<file path="src/core/lnk_slot_pkg.sv">
package lnk_slot_pkg;
  // Register offsets (byte offsets as printed)
  localparam logic [7:0] LINK_STATE_REPORT_OFS = 8'h52;
  localparam logic [7:0] CONNECTOR_CAPS_OFS = 8'h54;
  localparam logic [7:0] IRQ_STATUS_OFS = 8'h60;
  localparam logic [7:0] IRQ_ENABLE_OFS = 8'h64;
  localparam logic [7:0] IRQ_CLEAR_OFS = 8'h68;
  localparam logic [7:0] EE_LOAD_OFS = 8'h6c;

  localparam logic [3:0] LINK_RATE_2G5 = 4'h1;
  localparam logic [5:0] LANE_COUNT_RST = 6'h00;
  localparam logic [7:0] PLV_RST = 8'h00;
  localparam logic [1:0] PLS_RST = 2'h0;
  localparam logic [12:0] PCN_RST = 13'h0000;
  localparam logic [2:0] IRQ_RST = 3'h0;
  localparam logic [1:0] PORT_UP = 2'h0;

  // Interrupt status bit positions
  localparam int IRQ_TRAIN_FAULT = 0;
  localparam int IRQ_MSG_SENT = 1;
  localparam int IRQ_DL_UP = 2;

  typedef struct packed {
    logic [2:0] rsvd;
    logic shared_refclk;
    logic training_active_flag;
    logic training_fault_flag;
    logic [5:0] negotiated_lane_count;
    logic [3:0] link_rate_code;
  } link_state_t;

  typedef struct packed {
    logic [12:0] physical_connector_number;
    logic no_cmd_done_support;
    logic interlock_present;
    logic [1:0] power_limit_scale;
    logic [7:0] power_limit_value;
    logic [6:0] presence_bits;
  } conn_caps_t;

  typedef struct packed {
    logic [7:0] power_limit_value;
    logic [1:0] power_limit_scale;
  } power_msg_t;

  typedef enum logic [1:0] {
    MSG_IDLE = 2'b00,
    MSG_SEND = 2'b01,
    MSG_WAIT = 2'b11
  } msg_state_t;
endpackage : lnk_slot_pkg

</file>
<file path="src/core/sync2.sv">
`timescale 1ns/1ps
`default_nettype none
module sync2 #(
  parameter int W = 1
) (
  input wire logic clk,
  input wire logic [W-1:0] d,
  output logic [W-1:0] q
);
  logic [W-1:0] meta_q, meta_d, out_q, out_d;

  always_comb begin
    meta_d = d;
    out_d = meta_q;
  end

  // No reset: a strap must already be through both stages when reset ends
  always_ff @(posedge clk) begin
    meta_q <= meta_d;
    out_q <= out_d;
  end

  assign q = out_q;
endmodule // sync2
`default_nettype wire

</file>
<file path="src/core/lnk_slot_regs.sv">
`timescale 1ns/1ps
`default_nettype none
module lnk_slot_regs (
  // Clock and reset
  input wire logic CLK,
  input wire logic RST,
  // Port identity and capability
  input wire logic [1:0] PORT_INDEX,
  input wire logic SLOT_IMPLEMENTED,
  // Straps from pins
  input wire logic UPSTREAM_REFCLK_STRAP,
  input wire logic DOWNSTREAM_REFCLK_STRAP,
  // Link layer status
  input wire logic [5:0] NEGOTIATED_LANE_COUNT,
  input wire logic LANE_COUNT_VALID,
  input wire logic TRAINING_ERROR,
  input wire logic TRAINING_ACTIVE,
  input wire logic DL_UP,
  // Register port
  input wire logic [7:0] ADDR,
  input wire logic [31:0] WDATA,
  input wire logic WR,
  input wire logic RD,
  output logic [31:0] RDATA,
  // Power limit message
  output logic MSG_VALID,
  output lnk_slot_pkg::power_msg_t MSG_DATA,
  input wire logic MSG_READY,
  // Interrupt
  output logic IRQ
);
  logic strap_up_s, strap_dn_s;

  sync2 #(.W(1)) u_sync_up (
    .clk(CLK),
    .d(UPSTREAM_REFCLK_STRAP),
    .q(strap_up_s)
  );

  sync2 #(.W(1)) u_sync_dn (
    .clk(CLK),
    .d(DOWNSTREAM_REFCLK_STRAP),
    .q(strap_dn_s)
  );

  // Register state
  logic [5:0] lanes_q, lanes_d;
  logic fault_q, fault_d;
  logic train_q, train_d;
  logic refclk_q, refclk_d;
  logic strap_pend_q, strap_pend_d;
  logic [7:0] plv_q, plv_d;
  logic [1:0] pls_q, pls_d;
  logic [12:0] pcn_q, pcn_d;
  logic dlup_q, dlup_d;
  logic [2:0] irq_st_q, irq_st_d;
  logic [2:0] irq_en_q, irq_en_d;
  logic irq_q, irq_d;
  logic [31:0] rdata_q, rdata_d;
  logic msg_req;
  lnk_slot_pkg::msg_state_t mst_q, mst_d;
  lnk_slot_pkg::power_msg_t msg_q, msg_d;
  logic msg_again_q, msg_again_d;
  lnk_slot_pkg::link_state_t ls_view;
  lnk_slot_pkg::conn_caps_t cc_view;
  lnk_slot_pkg::conn_caps_t wr_view;
  logic msg_valid_q, msg_valid_d;
  logic wr_caps, wr_ee, dl_rise;

  always_comb begin
    ls_view.rsvd = '0;
    ls_view.shared_refclk = refclk_q;
    ls_view.training_active_flag = train_q;
    ls_view.training_fault_flag = fault_q;
    ls_view.negotiated_lane_count = lanes_q;
    ls_view.link_rate_code = lnk_slot_pkg::LINK_RATE_2G5;
    cc_view.presence_bits = '0;
    cc_view.interlock_present = 1'b0;
    cc_view.no_cmd_done_support = 1'b0;
    cc_view.power_limit_value = SLOT_IMPLEMENTED ? plv_q : '0;
    cc_view.power_limit_scale = SLOT_IMPLEMENTED ? pls_q : '0;
    cc_view.physical_connector_number = SLOT_IMPLEMENTED ? pcn_q : '0;
    wr_view = WDATA;
  end

  always_comb begin
    wr_caps = WR && (ADDR == lnk_slot_pkg::CONNECTOR_CAPS_OFS);
    wr_ee = WR && (ADDR == lnk_slot_pkg::EE_LOAD_OFS);
    dl_rise = DL_UP && !dlup_q;
    msg_req = wr_caps || dl_rise;
  end

  // Link status and slot capability state
  always_comb begin
    lanes_d = LANE_COUNT_VALID ? NEGOTIATED_LANE_COUNT : lanes_q;
    fault_d = fault_q || TRAINING_ERROR;
    train_d = TRAINING_ACTIVE;
    strap_pend_d = 1'b0;
    refclk_d = refclk_q;
    // An EEPROM override in the load cycle wins over the strap
    if (wr_ee) begin
      refclk_d = WDATA[0];
    end else if (strap_pend_q) begin
      refclk_d = (PORT_INDEX == lnk_slot_pkg::PORT_UP) ? strap_up_s : strap_dn_s;
    end
    plv_d = plv_q;
    pls_d = pls_q;
    pcn_d = pcn_q;
    if (wr_caps && SLOT_IMPLEMENTED) begin
      plv_d = wr_view.power_limit_value;
      pls_d = wr_view.power_limit_scale;
      pcn_d = wr_view.physical_connector_number;
    end
    dlup_d = DL_UP;
  end

  always_ff @(posedge CLK) begin
    if (RST) begin
      lanes_q <= lnk_slot_pkg::LANE_COUNT_RST;
      fault_q <= 1'b0;
      train_q <= 1'b0;
      refclk_q <= 1'b0;
      strap_pend_q <= 1'b1;
      plv_q <= lnk_slot_pkg::PLV_RST;
      pls_q <= lnk_slot_pkg::PLS_RST;
      pcn_q <= lnk_slot_pkg::PCN_RST;
      dlup_q <= 1'b0;
    end else begin
      lanes_q <= lanes_d;
      fault_q <= fault_d;
      train_q <= train_d;
      refclk_q <= refclk_d;
      strap_pend_q <= strap_pend_d;
      plv_q <= plv_d;
      pls_q <= pls_d;
      pcn_q <= pcn_d;
      dlup_q <= dlup_d;
    end
  end

  // Power limit message sender; a request during a send is queued once
  always_comb begin
    mst_d = mst_q;
    msg_d = msg_q;
    msg_again_d = msg_again_q || (msg_req && mst_q != lnk_slot_pkg::MSG_IDLE);
    case (mst_q)
      lnk_slot_pkg::MSG_IDLE: begin
        if (msg_req || msg_again_q) begin
          mst_d = lnk_slot_pkg::MSG_SEND;
          msg_again_d = 1'b0;
        end
      end
      lnk_slot_pkg::MSG_SEND: begin
        msg_d.power_limit_value = cc_view.power_limit_value;
        msg_d.power_limit_scale = cc_view.power_limit_scale;
        mst_d = lnk_slot_pkg::MSG_WAIT;
      end
      lnk_slot_pkg::MSG_WAIT: begin
        if (MSG_READY) begin
          mst_d = lnk_slot_pkg::MSG_IDLE;
        end
      end
      default: begin
        mst_d = lnk_slot_pkg::MSG_IDLE;
      end
    endcase
    msg_valid_d = (mst_d == lnk_slot_pkg::MSG_WAIT);
  end

  always_ff @(posedge CLK) begin
    if (RST) begin
      mst_q <= lnk_slot_pkg::MSG_IDLE;
      msg_valid_q <= 1'b0;
      msg_q <= '0;
      msg_again_q <= 1'b0;
    end else begin
      mst_q <= mst_d;
      msg_valid_q <= msg_valid_d;
      msg_q <= msg_d;
      msg_again_q <= msg_again_d;
    end
  end

  // Valid comes from its own flop, not from a state decode
  assign MSG_VALID = msg_valid_q;
  assign MSG_DATA = msg_q;

  // Interrupts and read data
  always_comb begin
    irq_st_d = irq_st_q;
    if (WR && ADDR == lnk_slot_pkg::IRQ_CLEAR_OFS) begin
      irq_st_d = irq_st_q & ~WDATA[2:0];
    end
    if (TRAINING_ERROR) begin
      irq_st_d[lnk_slot_pkg::IRQ_TRAIN_FAULT] = 1'b1;
    end
    if (MSG_VALID && MSG_READY) begin
      irq_st_d[lnk_slot_pkg::IRQ_MSG_SENT] = 1'b1;
    end
    if (dl_rise) begin
      irq_st_d[lnk_slot_pkg::IRQ_DL_UP] = 1'b1;
    end
    irq_en_d = irq_en_q;
    if (WR && ADDR == lnk_slot_pkg::IRQ_ENABLE_OFS) begin
      irq_en_d = WDATA[2:0];
    end
    irq_d = |(irq_st_d & irq_en_d);
    rdata_d = '0;
    if (RD) begin
      if (ADDR == lnk_slot_pkg::LINK_STATE_REPORT_OFS) begin
        rdata_d = {16'h0000, ls_view};
      end else if (ADDR == lnk_slot_pkg::CONNECTOR_CAPS_OFS) begin
        rdata_d = cc_view;
      end else if (ADDR == lnk_slot_pkg::IRQ_STATUS_OFS) begin
        rdata_d = {29'h0, irq_st_q};
      end else if (ADDR == lnk_slot_pkg::IRQ_ENABLE_OFS) begin
        rdata_d = {29'h0, irq_en_q};
      end else if (ADDR == lnk_slot_pkg::EE_LOAD_OFS) begin
        rdata_d = {31'h0, refclk_q};
      end else begin
        rdata_d = '0;
      end
    end
  end

  always_ff @(posedge CLK) begin
    if (RST) begin
      irq_st_q <= lnk_slot_pkg::IRQ_RST;
      irq_en_q <= lnk_slot_pkg::IRQ_RST;
      irq_q <= 1'b0;
      rdata_q <= '0;
    end else begin
      irq_st_q <= irq_st_d;
      irq_en_q <= irq_en_d;
      irq_q <= irq_d;
      rdata_q <= rdata_d;
    end
  end

  assign RDATA = rdata_q;
  assign IRQ = irq_q;

  rate_fixed_a: assert property (@(posedge CLK) disable iff (RST)
    RD && ADDR == lnk_slot_pkg::LINK_STATE_REPORT_OFS |=> RDATA[3:0] == 4'h1)
    else $error("link rate not 0x1");
  fault_sticky_a: assert property (@(posedge CLK) disable iff (RST)
    TRAINING_ERROR |=> fault_q [*2])
    else $error("training fault not held");
  train_follow_a: assert property (@(posedge CLK) disable iff (RST)
    1'b1 |=> train_q == $past(TRAINING_ACTIVE))
    else $error("training flag wrong");
  presence_zero_a: assert property (@(posedge CLK) disable iff (RST)
    RD && ADDR == lnk_slot_pkg::CONNECTOR_CAPS_OFS |=> RDATA[6:0] == 7'h00 && RDATA[18:17] == 2'h0)
    else $error("hot-plug bits not zero");
  no_slot_zero_a: assert property (@(posedge CLK) disable iff (RST)
    RD && ADDR == lnk_slot_pkg::CONNECTOR_CAPS_OFS && !SLOT_IMPLEMENTED |=> RDATA[31:7] == '0)
    else $error("slot fields not zero");
  msg_issue_a: assert property (@(posedge CLK) disable iff (RST)
    msg_req && mst_q == lnk_slot_pkg::MSG_IDLE |-> ##2 MSG_VALID)
    else $error("power message not sent");
  limit_write_a: assert property (@(posedge CLK) disable iff (RST)
    wr_caps && SLOT_IMPLEMENTED |=> plv_q == $past(WDATA[14:7]) && pls_q == $past(WDATA[16:15]))
    else $error("power limit not stored");
  rsvd_zero_a: assert property (@(posedge CLK) disable iff (RST)
    RD && ADDR == lnk_slot_pkg::LINK_STATE_REPORT_OFS |=> RDATA[31:13] == '0)
    else $error("reserved bits set");
  lane_capture_a: assert property (@(posedge CLK) disable iff (RST)
    LANE_COUNT_VALID |=> lanes_q == $past(NEGOTIATED_LANE_COUNT))
    else $error("lane count not captured");
  lane_hold_a: assert property (@(posedge CLK) disable iff (RST)
    !LANE_COUNT_VALID |=> $stable(lanes_q))
    else $error("lane count changed");
  fault_irq_a: assert property (@(posedge CLK) disable iff (RST)
    TRAINING_ERROR |=> irq_st_q[lnk_slot_pkg::IRQ_TRAIN_FAULT])
    else $error("fault status lost");
  no_slot_lock_a: assert property (@(posedge CLK) disable iff (RST)
    wr_caps && !SLOT_IMPLEMENTED |=> $stable(plv_q) && $stable(pls_q) && $stable(pcn_q))
    else $error("locked slot fields written");
  msg_hold_a: assert property (@(posedge CLK) disable iff (RST)
    MSG_VALID && !MSG_READY |=> MSG_VALID && $stable(MSG_DATA))
    else $error("power message dropped");
  rdata_idle_a: assert property (@(posedge CLK) disable iff (RST)
    !RD |=> RDATA == '0)
    else $error("read data without read");
  ee_override_a: assert property (@(posedge CLK) disable iff (RST)
    wr_ee |=> refclk_q == $past(WDATA[0]))
    else $error("refclk override lost");
endmodule // lnk_slot_regs
`default_nettype wire

</file>
<file path="config.mk">
export PLATFORM = sky130hd
export DESIGN_NAME = lnk_slot_regs
export DESIGN_NICKNAME = d
export VERILOG_FILES = /design/src/core/lnk_slot_pkg.sv /design/src/core/sync2.sv /design/src/core/lnk_slot_regs.sv
export SDC_FILE = /design/constraint.sdc
export NUM_CORES = 1
export LEC_CHECK = 0
export CAP_MARGIN = 10
export CORE_MARGIN = 1
export CORE_UTILIZATION = 40
export CTS_BUF_LIST = sky130_fd_sc_hd__clkbuf_2 sky130_fd_sc_hd__clkbuf_4 sky130_fd_sc_hd__clkbuf_8
export DETAILED_ROUTE_END_ITERATION = 12
export DONT_BUFFER_PORTS = 1
export SLEW_MARGIN = 20
export SYNTH_ARGS = -nofsm -noshare
export SYNTH_HDL_FRONTEND = slang
export SYNTH_SLANG_ARGS = --single-unit
</file>
<file path="constraint.sdc">
create_clock -name CLK -period 1.6 [get_ports CLK]
set_input_delay 0.08 -clock CLK [delete_from_list [all_inputs] [get_ports CLK]]
set_output_delay 0.08 -clock CLK [all_outputs]
set_load 0.05 [all_outputs]
</file>
==> results of run 1 <==
layout by cell type, fill, tap and decap left out, drive strengths merged, types with 2 or more instances in the layout:
cell type,count
o21a,2
dlygate4sd3,53
and4bb,2
nor3b,2
a22o,6
a211oi,3
buf,15
o221ai,2
nor3,3
and2,21
nor4b,2
nand3,15
conb,3
dfxtp,88
a21oi,11
inv,11
nand2,11
and3,2
mux2i,34
clkbuf,9
nor2b,7
nor2,40
layout make-up:
class / count / share of cell area [%]
clock buffers: 9 / 3.12
clock inverters: 7 / 2.18
inverters: 7 / 0.662
multi-input cells: 180 / 29.7
flip-flops and latches: 88 / 44.4
well taps: 99 / 3.12
repair buffers: 68 / 16.8
worst max-delay path by stage:
stage	start	end	slack, ns	cells after the start
after floorplan	ADDR[2]	RDATA[12]	0.36	5
after global placement	ADDR[0]	RDATA[11]	0.21	3
after detailed placement	ADDR[0]	RDATA[8]	0.22	3
after CTS	ADDR[2]	RDATA[2]	0.23	4
after global routing	ADDR[2]	RDATA[2]	0.19	4
final	ADDR[2]	RDATA[2]	0.22	4
cell families after synthesis:
family,share of synthesized area [%]
buf+inv,3.82
simple gates,19.3
mux,11.5
compound gates,7.39
flops,57.8
other cells,0.123
per-layer routing:
metal | share of wire, % | global-route usage (%)
met5 | 0 | 0
met4 | 1.5 | 7.65
met3 | 6.2 | 3.69
met2 | 46 | 28.1
met1 | 46 | 23.9
sequential cells by signal, summed over array words and instances, names as in the netlist, 2 cells and up:
signal	count
pls_q	2
RDATA	29
irq_en_q	3
pcn_q	13
mst_q	2
plv_q	8
lanes_q	6
MSG_DATA	10
irq_st_q	3
worst max-delay path, cell delays in order:
cell,delay [ns]
dlygate4sd3_1,0.71
mux2i_1,0.22
nor3_1,0.05
dlygate4sd3_1,0.55
metrics by stage:
stage,hold slack (ns),power (W)
CTS,0.00470,0.00419
finish,0.0236,0.00415
global placement,0.108,0.00243
detailed placement,0.108,0.00244
global route,0.0385,0.00429
floorplan,0.108,0.00244
where the power goes:
part	internal [W]	total, W	switching, W
registers	0.00223	0.00224	0.0000182
logic	0.000147	0.000288	0.000140
clock network	0.000758	0.00162	0.000862
total	0.00313	0.00415	0.00102
==> metrics, run 1 <==
Via density 4.92; crit path max fanout 6; hold crit path type in -> reg; Non-Filler Instances 458; Starting Density 41.8%; # IOs 104; Synth Cell Area 0.00305 mm²; TritonCTS clock tree done; post-route worst setup slack 0.224 ns; worst reg2reg path depth 3; P_leak 1.74 nW; first-pass GRT wire length 10500 µm; measured slew at the worst slew-check pin 0.542 ns; Fillers 693; slew margin rel. 63.3%; Post-CTS Setup Bufs 0; Die H 89.3 µm; Mapped Cells 291; most used flip-flop cell after synthesis dfxtp_1; CP endpoint kind flip-flop; ANT nets after route 0; most common cell in the netlist dfxtp_1; CTS Buffer Depth 2; Antenna diodes 0; area of the multi-input gates 0.00118 mm²; gr usage total 17.9%; startpoint types primary input; most instantiated cells after synthesis dfxtp_1, nor2_1, mux2i_1; total negative slack 0 ns; Placed Cells 388; CTS buffer count 9; DP Worst Slack 0.217 ns; Clock Skew 0.00528 ns; GRT overflow 0; Yosys top cell area share 57.8%; cts hold-fix bufs 54; asr flop ratio synth 0%; Final setup viols 0; initial antenna violation count 0; setup slack, reg-to-reg 0.34 ns; Die ar. 0.00797 mm²; dominant cell type by area after synthesis dfxtp_1; total core area 0.00729 mm²; clk_lat worst skew 0.35 ns; Final Net Count 414; Seq/Total Area, Yosys 57.8%; max-slew violation count 0; data required time at the worst endpoint 1.84 ns; final wirelength 6970 µm; crit path DAT 1.62 ns; count of different cell masters after synthesis 39; Clk pin slew, worst setup/hold paths 0.09 ns; Worst Hold End mst_q[0]; RSZ-0062 raised after global routing false; die width 89.3 µm; Initial DRT Pass Iterations 4; reg-to-reg endpoint irq_st_q[0]; Vias 2254; hold path cells 2; num rows 31; maximum vdd drop 0.421 mV; Yosys reg bits 88; fin area 0.00397 mm²; Detailed Place HPWL 4240 µm; Final Wtd Congestion 0.768; post-cts sizing count 0; routed len/inst 15.2 µm; Register Area 0.00176 mm²; crit path kind in -> reg; number of synthesized flops with an enable pin 0; reg2reg start irq_st_q[0]; # port buffers 0; Area Growth Syn to Fin 30.2%; Hold Vio Cnt, Final 0; DRT iter0 DRCs 65; Max Freq 727 MHz; minimum clock period 1.38 ns; vias in the first global route 2102; max-cap viol count 0; Mapped Avg Cell Area 10.5 µm²; largest net degree at the start of global routing 53; DP Area 0.00321 mm²; status finished, final reports clean; DRC violations left 0; hold path start RST; Power Dens Cells 1050 mW/mm²; H-tree levels 3; Period Utilization, post-route 86.0%; Clock Sinks 88; ranking of synthesized cells by area dfxtp_1, mux2i_1, nor2_1, and2_1, nand3_1; YS warnings 0; Root Driver clkbuf_8; fin util 54.4%; share of layout cells above drive strength 1 10.9%
Note: power is estimated with default switching activity, not from simulation.
==> run 2, diff against run 1 <==
==> constraint.sdc (replaced) <==
create_clock -name CLK -period 1.6 [get_ports CLK]
set_input_delay 0 -clock CLK [delete_from_list [all_inputs] [get_ports CLK]]
set_output_delay 0 -clock CLK [all_outputs]
set_load 0.05 [all_outputs]
==> run 2 against run 1 <==
Flip-flop and latch count stayed put. Register-to-register slack worse by 0.11 ns. Fmax is 7.6% lower. Setup slack worse by 0.11 ns. Routed wire length is 1.1% lower. Hold slack worse by 0.016 ns. Clock power is 12% lower. Clock-buffer cell count is 1 higher. Critical endpoint is now irq_en_q[2]. Largest cell class unchanged.
==> metrics, run 2 (synthesis results as in run 1) <==
Fillers 680; Final setup viols 0; ANT nets after route 0; total core area 0.00729 mm²; Pwr Total 0.00396 W; total negative slack 0 ns; Register Area 0.00176 mm²; die width 89.3 µm; final wirelength 6890 µm; Flop pwr share 56.6%; maximum vdd drop 0.409 mV; fin area 0.00398 mm²; data required time at the worst endpoint 1.84 ns; clk_lat worst skew 0.35 ns; Period Utilization, post-route 93.1%; DRC violations left 0; hold crit path type in -> reg; Area Growth Syn to Fin 30.5%; GRT overflow 0; TritonCTS clock tree done; Via density 4.83; status finished, final reports clean; area of the multi-input gates 0.00118 mm²; Gate power share 7.6%; Vias 2223; max reg flops 29; Non-Filler Instances 460; CP endpoint kind flip-flop; Sw Ratio 24.7%; Die H 89.3 µm; # IOs 104; share of layout cells above drive strength 1 11.1%; most frequent cells in the layout dfxtp_1, dlygate4sd3_1, nor2_1; CTS Buffer Depth 2; Clk pin slew, worst setup/hold paths 0.09 ns; initial antenna violation count 0; Die ar. 0.00797 mm²; Final Net Count 416; P_leak 1.73 nW; Antenna diodes 0; Starting Density 41.8%; DP Area 0.00321 mm²; fin util 54.5%; gr usage total 17.6%; Clock Sinks 88; slew margin rel. 64.0%; minimum clock period 1.49 ns; max-slew violation count 0; Power Dens Cells 997 mW/mm²; startpoint types primary input; CTS buffer count 9; num rows 31; routed len/inst 15.0 µm; Root Driver clkbuf_8; Initial DRT Pass Iterations 4; NetSw 0.000979 W; largest net degree at the start of global routing 56; # port buffers 0; Clock Skew 0.0126 ns; RSZ-0062 raised after global routing false; crit path kind in -> reg; first-pass GRT wire length 10200 µm; Hold Vio Cnt, Final 0; H-tree levels 3; crit path DAT 1.73 ns; Clk pwr share 35.8%; crit path max fanout 7; vias in the first global route 2061; DRT iter0 DRCs 110; Placed Cells 388; Detailed Place HPWL 4130 µm; measured slew at the worst slew-check pin 0.540 ns; internal power 0.00298 W; most common cell after layout, fill and taps aside dfxtp_1; max-cap viol count 0; Max Freq 671 MHz; Final Wtd Congestion 0.792
[run 2: repair_timing]
item / CTS / global route
resized for setup: 0 / 2
hold buffers: 56 / 0
hold endpoints to repair: 60 / 0
endpoints found under the setup margin: 0 / 2
buffers inserted: 0 / 0
[run 2: final cells by class]
cell class                 instances  share of cell area, %
multi-input combinational        180                   29.7
inverter                           7                  0.661
clock buffer                      10                   3.30
timing repair buffer              70                   17.6
sequential                        88                   44.3
tap                               99                   3.12
clock inverter                     6                   1.32
[run 2: worst max-delay path: stages]
cell and delay (ns):
dlygate4sd3_1 0.67, nand3_1 0.19, mux2i_1 0.24, dlygate4sd3_1 0.59
nor2_1 0.04
[run 2: path summary, 6_finish.rpt]
| kind | startpoint | end | slack, ns | cells past startpoint |
|---|---|---|---|---|
| worst min-delay path | WDATA[0] | refclk_q | 0.007 | 3 |
| worst max-delay path | WR | irq_en_q[2] | 0.11 | 5 |
| worst max register to register | irq_st_q[1] | irq_st_q[1] | 0.23 | 5 |
| worst min register to register | u_sync_up.meta_q | u_sync_up.q | 0.33 | 0 |
[run 2: per-layer routing]
layer / vias up / wire (µm) / GRT usage, %
li1: 1112 / - / -
met3: 9 / 404 / 3.60
met2: 80 / 3260 / 28.5
met5: - / 0 / 0
met4: 0 / 104 / 8.23
met1: 1022 / 3130 / 22.7
[run 2: per-stage QoR]
stage | hold WS [ns] | setup slack (ns)
final | 0.00722 | 0.110
after detailed placement | 0.0278 | 0.294
after global placement | 0.0278 | 0.304
after CTS | 0.0179 | 0.0267
after global routing | 0.0188 | 0.00601
after floorplan | 0.0277 | 0.444
[run 2: power groups by stage]
| stage | clock (W) | combinational (W) | sequential (W) |
|---|---|---|---|
| after global placement | 0 | 0.000140 | 0.00229 |
| after detailed placement | 0 | 0.000142 | 0.00230 |
| after global routing | 0.00154 | 0.000328 | 0.00225 |
| after floorplan | 0 | 0.000138 | 0.00230 |
| after CTS | 0.00147 | 0.000298 | 0.00224 |
| final | 0.00142 | 0.000302 | 0.00224 |
